==> src/vic_pkg.sv <==
// constants shared by the vectored interrupt control block
package vic_pkg;

    // ------------------------------------------------------------
    // vector and source structure
    // ------------------------------------------------------------
    localparam int NUM_VEC = 16;
    localparam int NUM_MASK = 15;
    localparam int NUM_SEL = 8;
    localparam logic [3:0] VEC_RESET = 4'h0;
    localparam logic [3:0] VEC_BRK = 4'hf;
    // shared vectors per variant, one bit per maskable request
    localparam logic [14:0] SHARED_BUS = 15'h6f09;
    localparam logic [14:0] SHARED_BASE = 15'h6601;
    // which source selection bit steers each maskable request
    localparam logic [2:0] SEL_OF [15] = '{3'h0, 3'h0, 3'h0, 3'h1,
        3'h0, 3'h0, 3'h0, 3'h0, 3'h2, 3'h3, 3'h4, 3'h5, 3'h0, 3'h6,
        3'h7};

    // ------------------------------------------------------------
    // register map (byte addresses)
    // ------------------------------------------------------------
    localparam logic [11:0] ADDR_REQ = 12'h000;
    localparam logic [11:0] ADDR_EN = 12'h004;
    localparam logic [11:0] ADDR_STAT = 12'h008;
    localparam logic [11:0] ADDR_SCLR = 12'h00c;
    localparam logic [11:0] ADDR_SIEN = 12'h010;
    localparam logic [11:0] ADDR_VEC = 12'h014;
    localparam logic [9:0] IDX_SRCSEL = 10'h039;
    localparam logic [11:0] ADDR_SRCSEL = {IDX_SRCSEL, 2'b00};

    // ------------------------------------------------------------
    // reset values and status fields
    // ------------------------------------------------------------
    localparam logic [14:0] EN_RST = 15'h0000;
    localparam logic [7:0] SRCSEL_RST = 8'h00;
    localparam logic [2:0] SIEN_RST = 3'h0;
    localparam int ST_ACCEPT = 0;
    localparam int ST_LOST = 1;
    localparam int ST_BRK = 2;

endpackage

==> src/vic_req_bits.sv <==
// latched request bits, one per maskable vector
`timescale 1ns/10ps
`default_nettype none
module vic_req_bits
    import vic_pkg::*;
(
    input wire logic core_clk,
    input wire logic reset,
    input wire logic [14:0] evt_pri,
    input wire logic [14:0] evt_alt,
    input wire logic [7:0] src_sel,
    input wire logic [14:0] shared_mask,
    input wire logic sw_we,
    input wire logic [14:0] sw_wdata,
    input wire logic [14:0] ack_clr,
    output logic [14:0] req,
    output logic [14:0] lost
);
    // ------------------------------------------------------------
    // per request bit
    // ------------------------------------------------------------
    genvar k;
    generate
        for (k = 0; k < NUM_MASK; k = k + 1) begin : g_req
            wire use_alt;
            wire evt;
            wire clr;
            logic req_r;
            assign use_alt = shared_mask[k] & src_sel[SEL_OF[k]];
            assign evt = use_alt ? evt_alt[k] : evt_pri[k];
            // a written zero or an acceptance clears; a written one is ignored
            assign clr = (sw_we & ~sw_wdata[k]) | ack_clr[k];
            assign lost[k] = evt & req_r;
            always_ff @(posedge core_clk) begin
                if (reset) begin
                    req_r <= 1'b0;
                end else if (evt) begin
                    req_r <= 1'b1;
                end else if (clr) begin
                    req_r <= 1'b0;
                end
            end
            assign req[k] = req_r;
        end
    endgenerate
endmodule
`default_nettype wire

==> src/vic_prio.sv <==
// fixed priority selection among pending vectors
`timescale 1ns/10ps
`default_nettype none
module vic_prio
    import vic_pkg::*;
(
    input wire logic rst_pend,
    input wire logic brk_pend,
    input wire logic [14:0] qual,
    output logic any,
    output logic [3:0] vec
);
    // ------------------------------------------------------------
    // lowest vector number wins
    // ------------------------------------------------------------
    always_comb begin
        vec = VEC_BRK;
        for (int i = NUM_MASK - 1; i >= 0; i = i - 1) begin
            if (qual[i]) begin
                vec = 4'(i + 1);
            end
        end
        if (rst_pend) begin
            vec = VEC_RESET;
        end
        any = rst_pend | brk_pend | (|qual);
    end
endmodule
`default_nettype wire

==> src/vic_top.sv <==
// vectored interrupt control: request gating, priority, apb registers
// Overview of operation
// - maskable needs request, enable set, disable clear
// - enable bits freely set and cleared
// - writing 0 clears request, 1 ignored
// - reset and break never masked
// - disable flag blocks all but reset, break
// - break bypasses request, enable, disable flag
// - simultaneous requests served by fixed priority
// - bus variant: 23 sources onto 16 vectors
// - base variant: 20 sources onto 16 vectors
// - acceptance clears the served request bit
// - source selection picks each shared pair
// - reset is the highest priority vector
//
// Our own choices: the APB slave port and the address map.
`timescale 1ns/10ps
`default_nettype none
module vic_top
    import vic_pkg::*;
#(
    parameter bit BUS_VARIANT = 1'b1
)
(
    input wire logic core_clk,
    input wire logic reset,
    input wire logic psel,
    input wire logic penable,
    input wire logic pwrite,
    input wire logic [11:0] paddr,
    input wire logic [31:0] pwdata,
    output logic [31:0] prdata,
    output logic pready,
    output logic pslverr,
    input wire logic [14:0] evt_pri,
    input wire logic [14:0] evt_alt,
    input wire logic software_break_instruction,
    input wire logic int_disable,
    input wire logic irq_ack,
    output logic irq_req,
    output logic [3:0] irq_vec,
    output logic irq_out
);
    // ------------------------------------------------------------
    // apb decode
    // ------------------------------------------------------------
    wire acc;
    wire wr;
    wire hit_req;
    wire hit_en;
    wire hit_stat;
    wire hit_sclr;
    wire hit_sien;
    wire hit_vec;
    wire hit_sel;
    wire mapped;
    assign acc = psel & penable;
    assign wr = acc & pwrite;
    assign hit_req = (paddr == ADDR_REQ);
    assign hit_en = (paddr == ADDR_EN);
    assign hit_stat = (paddr == ADDR_STAT);
    assign hit_sclr = (paddr == ADDR_SCLR);
    assign hit_sien = (paddr == ADDR_SIEN);
    assign hit_vec = (paddr == ADDR_VEC);
    assign hit_sel = (paddr == ADDR_SRCSEL);
    assign mapped = hit_req | hit_en | hit_stat | hit_sclr | hit_sien
        | hit_vec | hit_sel;
    // zero wait states; unmapped addresses answer with an error
    assign pready = 1'b1;
    assign pslverr = acc & ~mapped;

    // ------------------------------------------------------------
    // software registers
    // ------------------------------------------------------------
    logic [14:0] en_r;
    logic [7:0] srcsel_r;
    logic [2:0] sien_r;
    logic [2:0] stat_r;
    logic [2:0] stat_nxt;
    logic [31:0] prdata_r;
    logic [31:0] rd_nxt;
    wire [14:0] shared_mask;
    wire [14:0] req;
    wire [14:0] lost;
    wire [14:0] ack_clr;
    wire [14:0] qual;
    wire sw_req_we;
    wire any;
    wire [3:0] sel_vec;

    // variant decides which vectors are shared pairs
    assign shared_mask = BUS_VARIANT ? SHARED_BUS : SHARED_BASE;

    always_ff @(posedge core_clk) begin
        if (reset) begin
            en_r <= EN_RST;
            srcsel_r <= SRCSEL_RST;
            sien_r <= SIEN_RST;
        end else begin
            if (wr & hit_en) begin
                en_r <= pwdata[14:0];
            end
            if (wr & hit_sel) begin
                srcsel_r <= pwdata[7:0];
            end
            if (wr & hit_sien) begin
                sien_r <= pwdata[2:0];
            end
        end
    end

    // ------------------------------------------------------------
    // request bits
    // ------------------------------------------------------------
    // reselecting a pair can produce a stray event; software is
    // expected to clear it with interrupts disabled
    assign sw_req_we = wr & hit_req;

    vic_req_bits u_req (
        .core_clk(core_clk),
        .reset(reset),
        .evt_pri(evt_pri),
        .evt_alt(evt_alt),
        .src_sel(srcsel_r),
        .shared_mask(shared_mask),
        .sw_we(sw_req_we),
        .sw_wdata(pwdata[14:0]),
        .ack_clr(ack_clr),
        .req(req),
        .lost(lost)
    );

    // ------------------------------------------------------------
    // unmaskable sources
    // ------------------------------------------------------------
    logic rst_pend_r;
    logic brk_pend_r;
    wire ack_rst;
    wire ack_brk;
    assign ack_rst = irq_ack & (irq_vec == VEC_RESET) & rst_pend_r;
    assign ack_brk = irq_ack & (irq_vec == VEC_BRK) & brk_pend_r;

    always_ff @(posedge core_clk) begin
        if (reset) begin
            rst_pend_r <= 1'b1;
            brk_pend_r <= 1'b0;
        end else begin
            if (ack_rst) begin
                rst_pend_r <= 1'b0;
            end
            // the break goes straight to pending, no gating at all
            if (software_break_instruction) begin
                brk_pend_r <= 1'b1;
            end else if (ack_brk) begin
                brk_pend_r <= 1'b0;
            end
        end
    end

    // ------------------------------------------------------------
    // qualification and priority
    // ------------------------------------------------------------
    assign qual = req & en_r & {NUM_MASK{~int_disable}};

    vic_prio u_prio (
        .rst_pend(rst_pend_r),
        .brk_pend(brk_pend_r),
        .qual(qual),
        .any(any),
        .vec(sel_vec)
    );

    // ------------------------------------------------------------
    // presentation to the core
    // ------------------------------------------------------------
    logic req_r;
    logic [3:0] vec_r;
    // the served bit clears one cycle after the ack, so the request
    // is dropped for that cycle to avoid serving it twice
    always_ff @(posedge core_clk) begin
        if (reset) begin
            req_r <= 1'b0;
            vec_r <= VEC_RESET;
        end else begin
            req_r <= any & ~irq_ack;
            vec_r <= sel_vec;
        end
    end
    assign irq_req = req_r;
    assign irq_vec = vec_r;

    genvar g;
    generate
        for (g = 0; g < NUM_MASK; g = g + 1) begin : g_ack
            assign ack_clr[g] = irq_ack & req_r
                & (vec_r == 4'(g + 1));
        end
    endgenerate

    // ------------------------------------------------------------
    // block status and interrupt line
    // ------------------------------------------------------------
    wire sclr_we;
    assign sclr_we = wr & hit_sclr;
    always_comb begin
        stat_nxt = stat_r;
        if (sclr_we) begin
            stat_nxt = stat_r & ~pwdata[2:0];
        end
        // a new event in the clearing cycle survives the clear
        if (irq_ack & req_r) begin
            stat_nxt[ST_ACCEPT] = 1'b1;
        end
        if (|lost) begin
            stat_nxt[ST_LOST] = 1'b1;
        end
        if (software_break_instruction) begin
            stat_nxt[ST_BRK] = 1'b1;
        end
    end

    logic irq_out_r;
    always_ff @(posedge core_clk) begin
        if (reset) begin
            stat_r <= 3'h0;
            irq_out_r <= 1'b0;
        end else begin
            stat_r <= stat_nxt;
            irq_out_r <= |(stat_nxt & sien_r);
        end
    end
    assign irq_out = irq_out_r;

    // ------------------------------------------------------------
    // read data
    // ------------------------------------------------------------
    always_comb begin
        rd_nxt = 32'h0000_0000;
        if (hit_req) begin
            rd_nxt = {17'h0_0000, req};
        end else if (hit_en) begin
            rd_nxt = {17'h0_0000, en_r};
        end else if (hit_stat) begin
            rd_nxt = {29'h0000_0000, stat_r};
        end else if (hit_sien) begin
            rd_nxt = {29'h0000_0000, sien_r};
        end else if (hit_vec) begin
            rd_nxt = {26'h000_0000, rst_pend_r, req_r, vec_r};
        end else if (hit_sel) begin
            rd_nxt = {24'h00_0000, srcsel_r};
        end
    end
    // setup-phase capture so the access phase shows stable data
    always_ff @(posedge core_clk) begin
        if (reset) begin
            prdata_r <= 32'h0000_0000;
        end else if (psel & ~penable & ~pwrite) begin
            prdata_r <= rd_nxt;
        end
    end
    assign prdata = prdata_r;
endmodule
`default_nettype wire

==> config.mk <==
export PLATFORM = sky130hd
export DESIGN_NAME = vic_top
export DESIGN_NICKNAME = d
export VERILOG_FILES = /design/src/vic_pkg.sv /design/src/vic_req_bits.sv /design/src/vic_prio.sv /design/src/vic_top.sv
export SDC_FILE = /design/constraint.sdc
export NUM_CORES = 1
export LEC_CHECK = 0
export ABC_AREA = 0
export BUFFER_PORTS_ARGS = -buffer_cell sky130_fd_sc_hd__buf_2
export CORE_ASPECT_RATIO = 0.7
export CORE_MARGIN = 4
export CORE_UTILIZATION = 40
export DETAILED_ROUTE_END_ITERATION = 8
export MAX_ROUTING_LAYER = met4
export PLACE_DENSITY_LB_ADDON = 0.08
export SYNTH_ARGS = -nofsm -noshare
export SYNTH_HDL_FRONTEND = slang
export SYNTH_SLANG_ARGS = --single-unit
==> constraint.sdc <==
create_clock -name core_clk -period 3.1 [get_ports core_clk]
set_input_delay 0.775 -clock core_clk [delete_from_list [all_inputs] [get_ports core_clk]]
set_output_delay 0.775 -clock core_clk [all_outputs]
set_load 0.02 [all_outputs]
==> results of run 1 <==
-- flip-flops by register name (all words and copies together) (netlist names) --
register and cells:
sien_r 3, u_req.g_req.req_r 15, rst_pend_r 1, irq_vec 4
brk_pend_r 1, irq_req 1, stat_r 3, prdata 15
irq_out 1, srcsel_r 8, en_r 15
-- worst max-delay path, delay by kind of cell --
family | cells | cell delay (ns)
compound gates | 1 | 0.16
buf+inv | 2 | 0.27
simple gates | 4 | 0.91
-- metrics by stage --
stage	std cells	worst slack (ns)	cell area, um2	power, W
2_1_floorplan	462	0.2641	3583	0.001095
3_3_place_gp	627	0.2355	3959	0.001188
3_5_place_dp	627	0.2050	3959	0.001192
4_1_cts	643	0.2039	4255	0.002200
5_1_grt	643	0.1221	4255	0.002280
6_report	643	0.2200	4255	0.002193
-- placed cells by master (no fill, tap or decap), types with 3 or more instances in the layout --
master	synthesis	routed
or3_1	5	5
inv_1	13	13
dfxtp_1	67	67
o21ai_0	19	19
clkbuf_16	0	9
nor4_1	4	4
a221oi_1	12	12
conb_1	2	18
nor2b_1	10	10
a21oi_1	54	54
nand3_1	13	13
and3_1	4	4
nor2_1	26	26
a22oi_1	5	5
a32oi_1	5	5
nand3b_1	3	3
buf_2	4	79
nand2b_1	8	8
o221ai_1	12	12
buf_4	19	9
a31oi_1	3	3
nand2_1	66	66
mux2i_1	15	15
nor3_1	19	19
-- routing by layer --
metal / vias to the layer above / share of wire (%) / GRT usage, %
met5: - / 0 / -
met4: 0 / 0.77 / 5.613
met3: 13 / 10 / 5.740
met2: 176 / 39 / 33.44
met1: 1729 / 50 / 37.39
li1: 1735 / - / -
-- kinds of logic after synthesis --
kind of cell / after synthesis / share of synthesized area [%]
DFF: 67 / 38.07
AOI/OAI and AO/OA: 131 / 24.08
and+or+nand+nor: 175 / 25.25
muxes: 15 / 4.261
buffers and inverters: 56 / 8.132
other: 2 / 0.2131
-- power by group through the flow --
| stage | clock, W | sequential [W] | combinational (W) |
|---|---|---|---|
| 6_report | 0.00101 | 0.000940 | 0.000239 |
| 5_1_grt | 0.00108 | 0.000943 | 0.000263 |
| 4_1_cts | 0.00103 | 0.000937 | 0.000237 |
| 3_5_place_dp | 0 | 0.000956 | 0.000236 |
| 3_3_place_gp | 0 | 0.000955 | 0.000233 |
| 2_1_floorplan | 0 | 0.000949 | 0.000146 |
-- worst min-delay path by stage --
stage,endpoint,slack (ns),depth (start not counted)
global route,en_r[3]$_SDFFE_PP0P_,0.48,2
finish,en_r[0]$_SDFFE_PP0P_,0.48,2
global placement,en_r[3]$_SDFFE_PP0P_,0.46,2
detailed placement,en_r[3]$_SDFFE_PP0P_,0.47,2
CTS,en_r[3]$_SDFFE_PP0P_,0.47,2
floorplan,en_r[7]$_SDFFE_PP0P_,0.44,2
-- area by class of cell --
type	count	area (um2)	share of cell area, %
multi-input cells	339	1956	45.96
flip-flops and latches	67	1341	31.52
repair buffers	88	462.9	10.88
clock buffers	12	246.5	5.792
well taps	120	150.1	3.528
clock inverters	4	50.05	1.176
inverters	13	48.80	1.147
==> metrics.md, run 1 <==
| Metric | Value |
|---|---|
| N_diodes | `0` |
| Hold Buf Count CTS | `0` |
| Clock transition at path regs | `~0.060 ns` |
| Measured slew at the worst slew-check pin | `roughly 0.76 ns` |
| Combinational Power Share | `10.9%` |
| Crit path DAT | `about 2.1 ns` |
| DR iter-0 viols | `between 300 and 400` |
| Fin crit share | `roughly 93%` |
| Hold Startpoint | `en_r[0]$_SDFFE_PP0P_` |
| Sequential power share | `42.9%` |
| Vias per cell | `between 5 and 6` |
| Peak Freq | `roughly 0.35 GHz` |
| Clock tree buffer depth | `2` |
| Hold Crit Class | `register to register` |
| Placeable Area | `roughly 0.0085 mm2` |
| Net Sw Frac | `between 20% and 30%` |
| IO Pins | `about 120` |
| Avg Cell Area, Syn | `~7.9 um2` |
| TritonRoute pass-1 iters | `5` |
| Synth Flop Type | `dfxtp_1` |
| Clock share of power | `46.2%` |
| Library cells used by synthesis | `54` |
| Crit path from | `paddr[9]` |
| Area growth, synth to finish | `20.77%` |
| Worst VDD drop | `0.0002851 V` |
| DIE AREA | `just over 0.01 mm2` |
| Nets@finish | `600` |
| Worst path slowest cell | `or4_4` |
| Die H | `about 87 um` |
| Worst R2R End | `irq_out$_SDFF_PP0_` |
| Final hold vios | `0` |
| WP data required | `2.32 ns` |
| WS Path Type | `input pin to primary output` |
| Post-synthesis sequential area ratio | `38.07%` |
| CTS tree | `done` |
| Reg2reg path depth | `5` |
| Total gr overflow | `0` |
| Fraction of layout cells with a size suffix above 1 | `about 21%` |
| Top-count cell post-synth | `dfxtp_1` |
| CTS root buf | `clkbuf_16` |
| Postcts setup bufs | `0` |
| Synth top area share | `roughly two fifths` |
| Largest net degree at the start of global routing | `40` |
| H-tree depth | `3` |
| Vias in the first global route | `about 3,400` |
| Warnings from Yosys | `0` |
| Min Tclk post-route | `~2.9 ns` |
| Worst path max stage delay | `0.57 ns` |
| Setup tns final | `0 ns` |
| Routed Antenna Nets | `0` |
| Power Density | `515.3 mW/mm2` |
| Worst Setup EP | `pslverr` |
| Final Util | `49.99%` |
| Row count | `28` |
| Final Wtd Congestion | `between 0.8 and 0.9` |
| Max Cap Viol | `0` |
| Cell taking the most area after synthesis | `dfxtp_1` |
| DRC errors left | `0` |
| Initial core utilization | `between 40 and 50%` |
| # setup viols final | `0` |
| Wire per inst | `about 19 um` |
| Max Slew Vio Count | `0` |
| Status | `finished, final reports clean` |
| Worst setup EP type | `primary output` |
| Post-DP HPWL | `between 9 and 10 mm` |
| Cells taking the most area after synthesis | `dfxtp_1 (38%), a21oi_1 (7.7%), nand2_1 (7.0%), mux2i_1 (4.3%), buf_4 (4.0%)` |
| Initial antenna violation count | `0` |
| Clock Latency Late Sink | `~0.33 ns` |
| Int Pwr | `0.001622 W` |
| Cells after synthesis | `between 400 and 500` |
| Startpoint Class | `input pin` |
| Drt total wl | `about 12 mm` |
| Flops & latches, synth | `67` |
| RSZ-0062 raised after global routing | `no` |
| # fillers | `between 800 and 900` |
| Via count | `~3,700` |
| Gr usage total | `between 20% and 30%` |
| Fin Hold WS | `around 0.48 ns` |
| EDFF count, synth | `0` |
| FF-to-FF setup slack | `about 1.2 ns` |
| Die Wd | `about 120 um` |
| Most used cell, CP | `buf_2` |
| Synth cell count leaders | `dfxtp_1 (67), nand2_1 (66), a21oi_1 (54)` |
| CP Cell Sequence | `buf_2 > or4_4 > nor3_4 > nand2_1 > a22oi_1 > nor2_1 > buf_2` |
| Share of flip-flops with an asynchronous set or reset | `0%` |
| Switching pwr | `0.0005704 W` |
| First-pass GRT wire length | `~19 mm` |
| Synthesized area | `0.003523 mm2` |
| Maximum fanout along the worst path | `2` |
| Pleak | `~1.7 nW` |
| Slew HR | `49.23%` |
| Skew final | `between 0.006 and 0.007 ns` |
| Post-cts resize count | `0` |
| Clock sinks | `67` |
| Buffers on Ports | `79` |
| TritonCTS Buffers | `9` |
| R2R Path Start | `srcsel_r[0]$_SDFFE_PP0P_` |
(Power assumes the default switching activity.)
==> run 2, diff against run 1 <==
--- a/config.mk
+++ b/config.mk
@@ -8,10 +8,9 @@
 export ABC_AREA = 0
 export BUFFER_PORTS_ARGS = -buffer_cell sky130_fd_sc_hd__buf_2
 export CORE_ASPECT_RATIO = 0.7
-export CORE_MARGIN = 4
+export CORE_MARGIN = 2
 export CORE_UTILIZATION = 40
 export DETAILED_ROUTE_END_ITERATION = 8
-export MAX_ROUTING_LAYER = met4
 export PLACE_DENSITY_LB_ADDON = 0.08
 export SYNTH_ARGS = -nofsm -noshare
 export SYNTH_HDL_FRONTEND = slang
==> metrics.md, run 2 (synthesized netlist as in run 1, its figures left out) <==
| Metric | Value |
|---|---|
| Status | `finished, final reports clean (unchanged)` |
| Die H | `82.53 um (was 86.53 um)` |
| Final hold vios | `0 (unchanged)` |
| Worst setup EP type | `primary output (unchanged)` |
| IO Pins | `122 (unchanged)` |
| Startpoint Class | `input pin (unchanged)` |
| Max Slew Vio Count | `0 (unchanged)` |
| Measured slew at the worst slew-check pin | `0.6386 ns (was 0.7615 ns)` |
| Leading cell type in the layout, fill and taps excluded | `buf_2 (unchanged)` |
| Initial antenna violation count | `0 (unchanged)` |
| Min Tclk post-route | `2.902 ns (was 2.880 ns)` |
| Vias in the first global route | `3,159 (was 3,364)` |
| Dpl ws | `0.1837 ns (was 0.2050 ns)` |
| Wire per inst | `18.77 um (was 19.18 um)` |
| DP Area | `0.003966 mm2 (was 0.003959 mm2)` |
| WS Path Type | `input pin to primary output (unchanged)` |
| # setup viols final | `0 (unchanged)` |
| Worst VDD drop | `0.0002424 V (was 0.0002851 V)` |
| DIE AREA | `0.009587 mm2 (was 0.01040 mm2)` |
| Power, Total | `0.002259 W (was 0.002193 W)` |
| CTS root buf | `clkbuf_16 (unchanged)` |
| Most used cell, CP | `buf_2 (unchanged)` |
| Crit path DAT | `2.13 ns (was 2.10 ns)` |
| WP data required | `2.32 ns (about the same)` |
| Gr usage total | `26.02% (was 24.87%)` |
| Row count | `28 (unchanged)` |
| DRC errors left | `0 (unchanged)` |
| Peak Freq | `0.3446 GHz (was 0.3472 GHz)` |
| N_diodes | `0 (unchanged)` |
| Placed Cells | `628 (was 627)` |
| CP Cell Sequence | `buf_2 > or4_4 > nor3_4 > nand2_1 > a22oi_1 > nor2_1 > buf_2 (unchanged)` |
| Clock tree buffer depth | `2 (unchanged)` |
| Hold Crit Class | `register to register (unchanged)` |
| Final setup margin | `0.1979 ns (was 0.2200 ns)` |
| Postcts setup bufs | `0 (unchanged)` |
| Setup tns final | `0 ns (unchanged)` |
| Initial core utilization | `41.39% (unchanged)` |
| CTS tree | `done (unchanged)` |
| Max Cap Viol | `0 (unchanged)` |
| Worst path max stage delay | `0.57 ns (about the same)` |
| DR iter-0 viols | `304 (was 393)` |
| Nets@finish | `601 (was 600)` |
| RSZ-0062 raised after global routing | `no (unchanged)` |
| Slew HR | `57.33% (was 49.23%)` |
| Drt total wl | `12.07 mm (was 12.33 mm)` |
| Pleak | `1.678 nW (was 1.662 nW)` |
| Vias per cell | `5.678 (was 5.681)` |
| TritonRoute pass-1 iters | `5 (unchanged)` |
| Placeable Area | `0.008513 mm2 (unchanged)` |
| TritonCTS Buffers | `9 (unchanged)` |
| Clock sinks | `67 (unchanged)` |
| Total gr overflow | `0 (unchanged)` |
| Fraction of layout cells with a size suffix above 1 | `21.22% (was 21.41%)` |
| Worst path slowest cell | `or4_4 (unchanged)` |
| Non-filler instance count after layout | `643 (unchanged)` |
| Via count | `3,651 (was 3,653)` |
| Die Wd | `116.2 um (was 120.2 um)` |
| Clock transition at path regs | `0.05 ns (was 0.06 ns)` |
| Post-cts resize count | `0 (unchanged)` |
| Maximum fanout along the worst path | `2 (unchanged)` |
| Buffers on Ports | `79 (unchanged)` |
| Power Density | `528.2 mW/mm2 (was 515.3 mW/mm2)` |
| Post-DP HPWL | `9.084 mm (was 9.371 mm)` |
| Clock Latency Late Sink | `0.33 ns (about the same)` |
| Skew final | `0.003719 ns (was 0.006492 ns)` |
| Routed Antenna Nets | `0 (unchanged)` |
| Final Wtd Congestion | `0.9147 (was 0.8671)` |
| H-tree depth | `3 (unchanged)` |
| # fillers | `876 (was 889)` |
| Area growth, synth to finish | `21.38% (was 20.77%)` |
| Post-Layout Inst Area | `0.004277 mm2 (was 0.004255 mm2)` |
| Fin crit share | `93.62% (was 92.90%)` |
| Most frequent cells in the layout | `buf_2 (79), dfxtp_1 (67), nand2_1 (66), a21oi_1 (54), nor2_1 (26) (unchanged)` |
| First-pass GRT wire length | `18.15 mm (was 18.98 mm)` |
| Largest net degree at the start of global routing | `30 (was 40)` |
| Hold Buf Count CTS | `0 (unchanged)` |
-- run 2: per-layer routing --
metal / vias up / GRT usage, % / wire [um]
li1: 1745 / - / -
met1: 1718 / 39.05 / 5945
met2: 177 / 34.85 / 4747
met3: 11 / 9.781 / 1265
met4: 0 / 5.238 / 109
met5: - / 0 / 0
-- run 2: path summary, 6_finish.rpt --
kind	slack, ns	start	cells past startpoint	to
worst max-delay path	0.20	paddr[9]	7	pslverr
worst min-delay path	0.47	en_r[12]$_SDFFE_PP0P_	2	en_r[12]$_SDFFE_PP0P_
worst max register to register	1.24	srcsel_r[2]$_SDFFE_PP0P_	5	irq_out$_SDFF_PP0_
worst min register to register	0.47	en_r[12]$_SDFFE_PP0P_	2	en_r[12]$_SDFFE_PP0P_
-- run 2: critical path, delay by kind of cell --
kind            cells  cell delay [ns]
buf+inv             2             0.27
compound gates      1             0.18
simple gates        4             0.91
-- run 2: where the power goes --
part / switching [W] / internal, W
combinational: 0.000151 / 0.0000875
sequential: 0.0000474 / 0.000893
clock: 0.000358 / 0.000722
total: 0.000556 / 0.00170
-- run 2: cell type report --
class                           instances  area [um2]  share of cell area [%]
Sequential cell                        67        1341                   31.36
Inverter                               13       48.80                   1.141
Multi-Input combinational cell        339        1956                   45.73
Clock inverter                          2       60.06                   1.404
Clock buffer                           13       250.2                   5.851
Timing Repair Buffer                   89       470.5                   11.00
Tap cell                              120       150.1                   3.511
-- run 2: metrics by stage --
stage / hold WS, ns / utilization [%]
after floorplan: 0.4398 / -
after global placement: 0.4573 / 46.59
after detailed placement: 0.4645 / 46.59
after CTS: 0.4700 / 50.24
after global routing: 0.4971 / 50.24
final: 0.4695 / 50.24
==> run 3, diff against run 2 <==
--- a/config.mk
+++ b/config.mk
@@ -11,7 +11,7 @@
 export CORE_MARGIN = 2
 export CORE_UTILIZATION = 40
 export DETAILED_ROUTE_END_ITERATION = 8
-export PLACE_DENSITY_LB_ADDON = 0.08
+export PLACE_DENSITY = 0.77
 export SYNTH_ARGS = -nofsm -noshare
 export SYNTH_HDL_FRONTEND = slang
 export SYNTH_SLANG_ARGS = --single-unit
==> metrics.md, run 3 (synthesized netlist as in run 1, its figures left out) <==
| Metric | Value |
|---|---|
| Post-DP HPWL | `8.548 mm (was 9.084 mm)` |
| Wire per inst | `17.79 um (was 18.77 um)` |
| Power Density | `521.2 mW/mm2 (was 528.2 mW/mm2)` |
| Row count | `28 (unchanged)` |
| Clock tree buffer depth | `2 (unchanged)` |
| Initial core utilization | `41.39% (unchanged)` |
| Clock transition at path regs | `0.05 ns (about the same)` |
| Routed Antenna Nets | `0 (unchanged)` |
| WHS Path Cells | `2 (unchanged)` |
| Hold Crit Class | `register to register (unchanged)` |
| Hold Buf Count CTS | `0 (unchanged)` |
| Skew final | `0.008974 ns (was 0.003719 ns)` |
| Reg2reg path depth | `5 (unchanged)` |
| Buffers on Ports | `79 (unchanged)` |
| Clock sinks | `67 (unchanged)` |
| Initial antenna violation count | `0 (unchanged)` |
| DRC errors left | `0 (unchanged)` |
| Postcts setup bufs | `0 (unchanged)` |
| Measured slew at the worst slew-check pin | `0.8094 ns (was 0.6386 ns)` |
| Final Wtd Congestion | `0.9297 (was 0.9147)` |
| TritonRoute pass-1 iters | `5 (unchanged)` |
| Max Cap Viol | `0 (unchanged)` |
| Setup tns final | `0 ns (unchanged)` |
| Gr usage total | `24.28% (was 26.02%)` |
| Fin crit share | `94.19% (was 93.62%)` |
| Crit path DAT | `2.14 ns (was 2.13 ns)` |
| Vias per cell | `5.845 (was 5.678)` |
| N_diodes | `0 (unchanged)` |
| Startpoint Class | `input pin (unchanged)` |
| Pleak | `1.661 nW (was 1.678 nW)` |
| Hold Startpoint | `en_r[14]$_SDFFE_PP0P_ (was en_r[12]$_SDFFE_PP0P_)` |
| Max Slew Vio Count | `0 (unchanged)` |
| WS Path Type | `input pin to primary output (unchanged)` |
| Die Wd | `116.2 um (unchanged)` |
| Dpl ws | `0.1555 ns (was 0.1837 ns)` |
| Worst VDD drop | `0.0002581 V (was 0.0002424 V)` |
| Nets@finish | `597 (was 601)` |
| DIE AREA | `0.009587 mm2 (unchanged)` |
| FF-to-FF setup slack | `1.32 ns (was 1.24 ns)` |
| Hold path endpoint | `en_r[14]$_SDFFE_PP0P_ (was en_r[12]$_SDFFE_PP0P_)` |
| RSZ-0062 raised after global routing | `no (unchanged)` |
| Slew HR | `46.04% (was 57.33%)` |
| Post-cts resize count | `0 (unchanged)` |
| Largest net degree at the start of global routing | `46 (was 30)` |
| Area growth, synth to finish | `20.60% (was 21.38%)` |
| First-pass GRT wire length | `17.26 mm (was 18.15 mm)` |
| TritonCTS Buffers | `9 (unchanged)` |
| Min Tclk post-route | `2.920 ns (was 2.902 ns)` |
| Final hold vios | `0 (unchanged)` |
| WP data required | `2.32 ns (about the same)` |
| CTS root buf | `clkbuf_16 (unchanged)` |
| Worst setup EP type | `primary output (unchanged)` |
| Status | `finished, final reports clean (unchanged)` |
| Via count | `3,741 (was 3,651)` |
| Final setup margin | `0.1802 ns (was 0.1979 ns)` |
| IO Pins | `122 (unchanged)` |
| Maximum fanout along the worst path | `2 (unchanged)` |
| Leading cell type in the layout, fill and taps excluded | `buf_2 (unchanged)` |
| Drt total wl | `11.38 mm (was 12.07 mm)` |
| R2R Path Start | `srcsel_r[0]$_SDFFE_PP0P_ (was srcsel_r[2]$_SDFFE_PP0P_)` |
| Vias in the first global route | `3,325 (was 3,159)` |
| Total gr overflow | `0 (unchanged)` |
| Worst R2R End | `irq_out$_SDFF_PP0_ (unchanged)` |
| # setup viols final | `0 (unchanged)` |
| Die H | `82.53 um (unchanged)` |
| Fraction of layout cells with a size suffix above 1 | `21.35% (was 21.22%)` |
| Clock Latency Late Sink | `0.33 ns (about the same)` |
| H-tree depth | `3 (unchanged)` |
| Placeable Area | `0.008513 mm2 (unchanged)` |
| DR iter-0 viols | `451 (was 304)` |
| Most frequent cells in the layout | `buf_2 (79), dfxtp_1 (67), nand2_1 (66), a21oi_1 (54), nor2_1 (26) (unchanged)` |
| CTS tree | `done (unchanged)` |
| Peak Freq | `0.3425 GHz (was 0.3446 GHz)` |
run 3: metal layers:
layer  vias to the layer above  routed length, um  GRT usage [%]
li1                       1741                  -              -
met1                      1697               4769          32.82
met2                       277               4584          34.85
met3                        26               1835          11.53
met4                         0                193          5.833
met5                         -                  0              0
run 3: worst max-delay path by stage:
stage	cells after the start	start	endpoint
2_1_floorplan	5	paddr[9]	pslverr
3_3_place_gp	7	paddr[9]	pslverr
3_5_place_dp	7	paddr[9]	pslverr
4_1_cts	7	paddr[9]	pslverr
5_1_grt	7	paddr[9]	pslverr
6_report	7	paddr[9]	pslverr
run 3: worst max-delay path, cell delays in order:
cell and delay (ns):
buf_2 0.10, or4_4 0.57, nor3_4 0.19, nand2_1 0.09, a22oi_1 0.20, nor2_1 0.06, buf_2 0.16
run 3: layout make-up:
class                           instances  area [um2]
Sequential cell                        67        1341
Tap cell                              120       150.1
Fill cell                             829        4264
Multi-Input combinational cell        339        1956
Timing Repair Buffer                   85       440.4
Clock inverter                          5       60.06
Inverter                               13       48.80
Clock buffer                           11       252.7
run 3: power by group:
| part | switching [W] | total (W) | internal [W] |
|---|---|---|---|
| Combinational | 0.000149 | 0.000234 | 0.0000850 |
| Sequential | 0.0000461 | 0.000939 | 0.000893 |
| Clock | 0.000374 | 0.00104 | 0.000668 |
run 3: stage by stage:
step                      hold slack (ns)  util (%)  cell area [um2]  total power, W  cells
after floorplan                    0.4398         -             3583        0.001095    462
after global placement             0.4609     46.24             3936        0.001175    624
after detailed placement           0.4703     46.24             3936        0.001181    624
after CTS                          0.4798     49.91             4249        0.002218    640
after global routing               0.4952     49.91             4249        0.002289    640
final                              0.4822     49.91             4249        0.002214    640
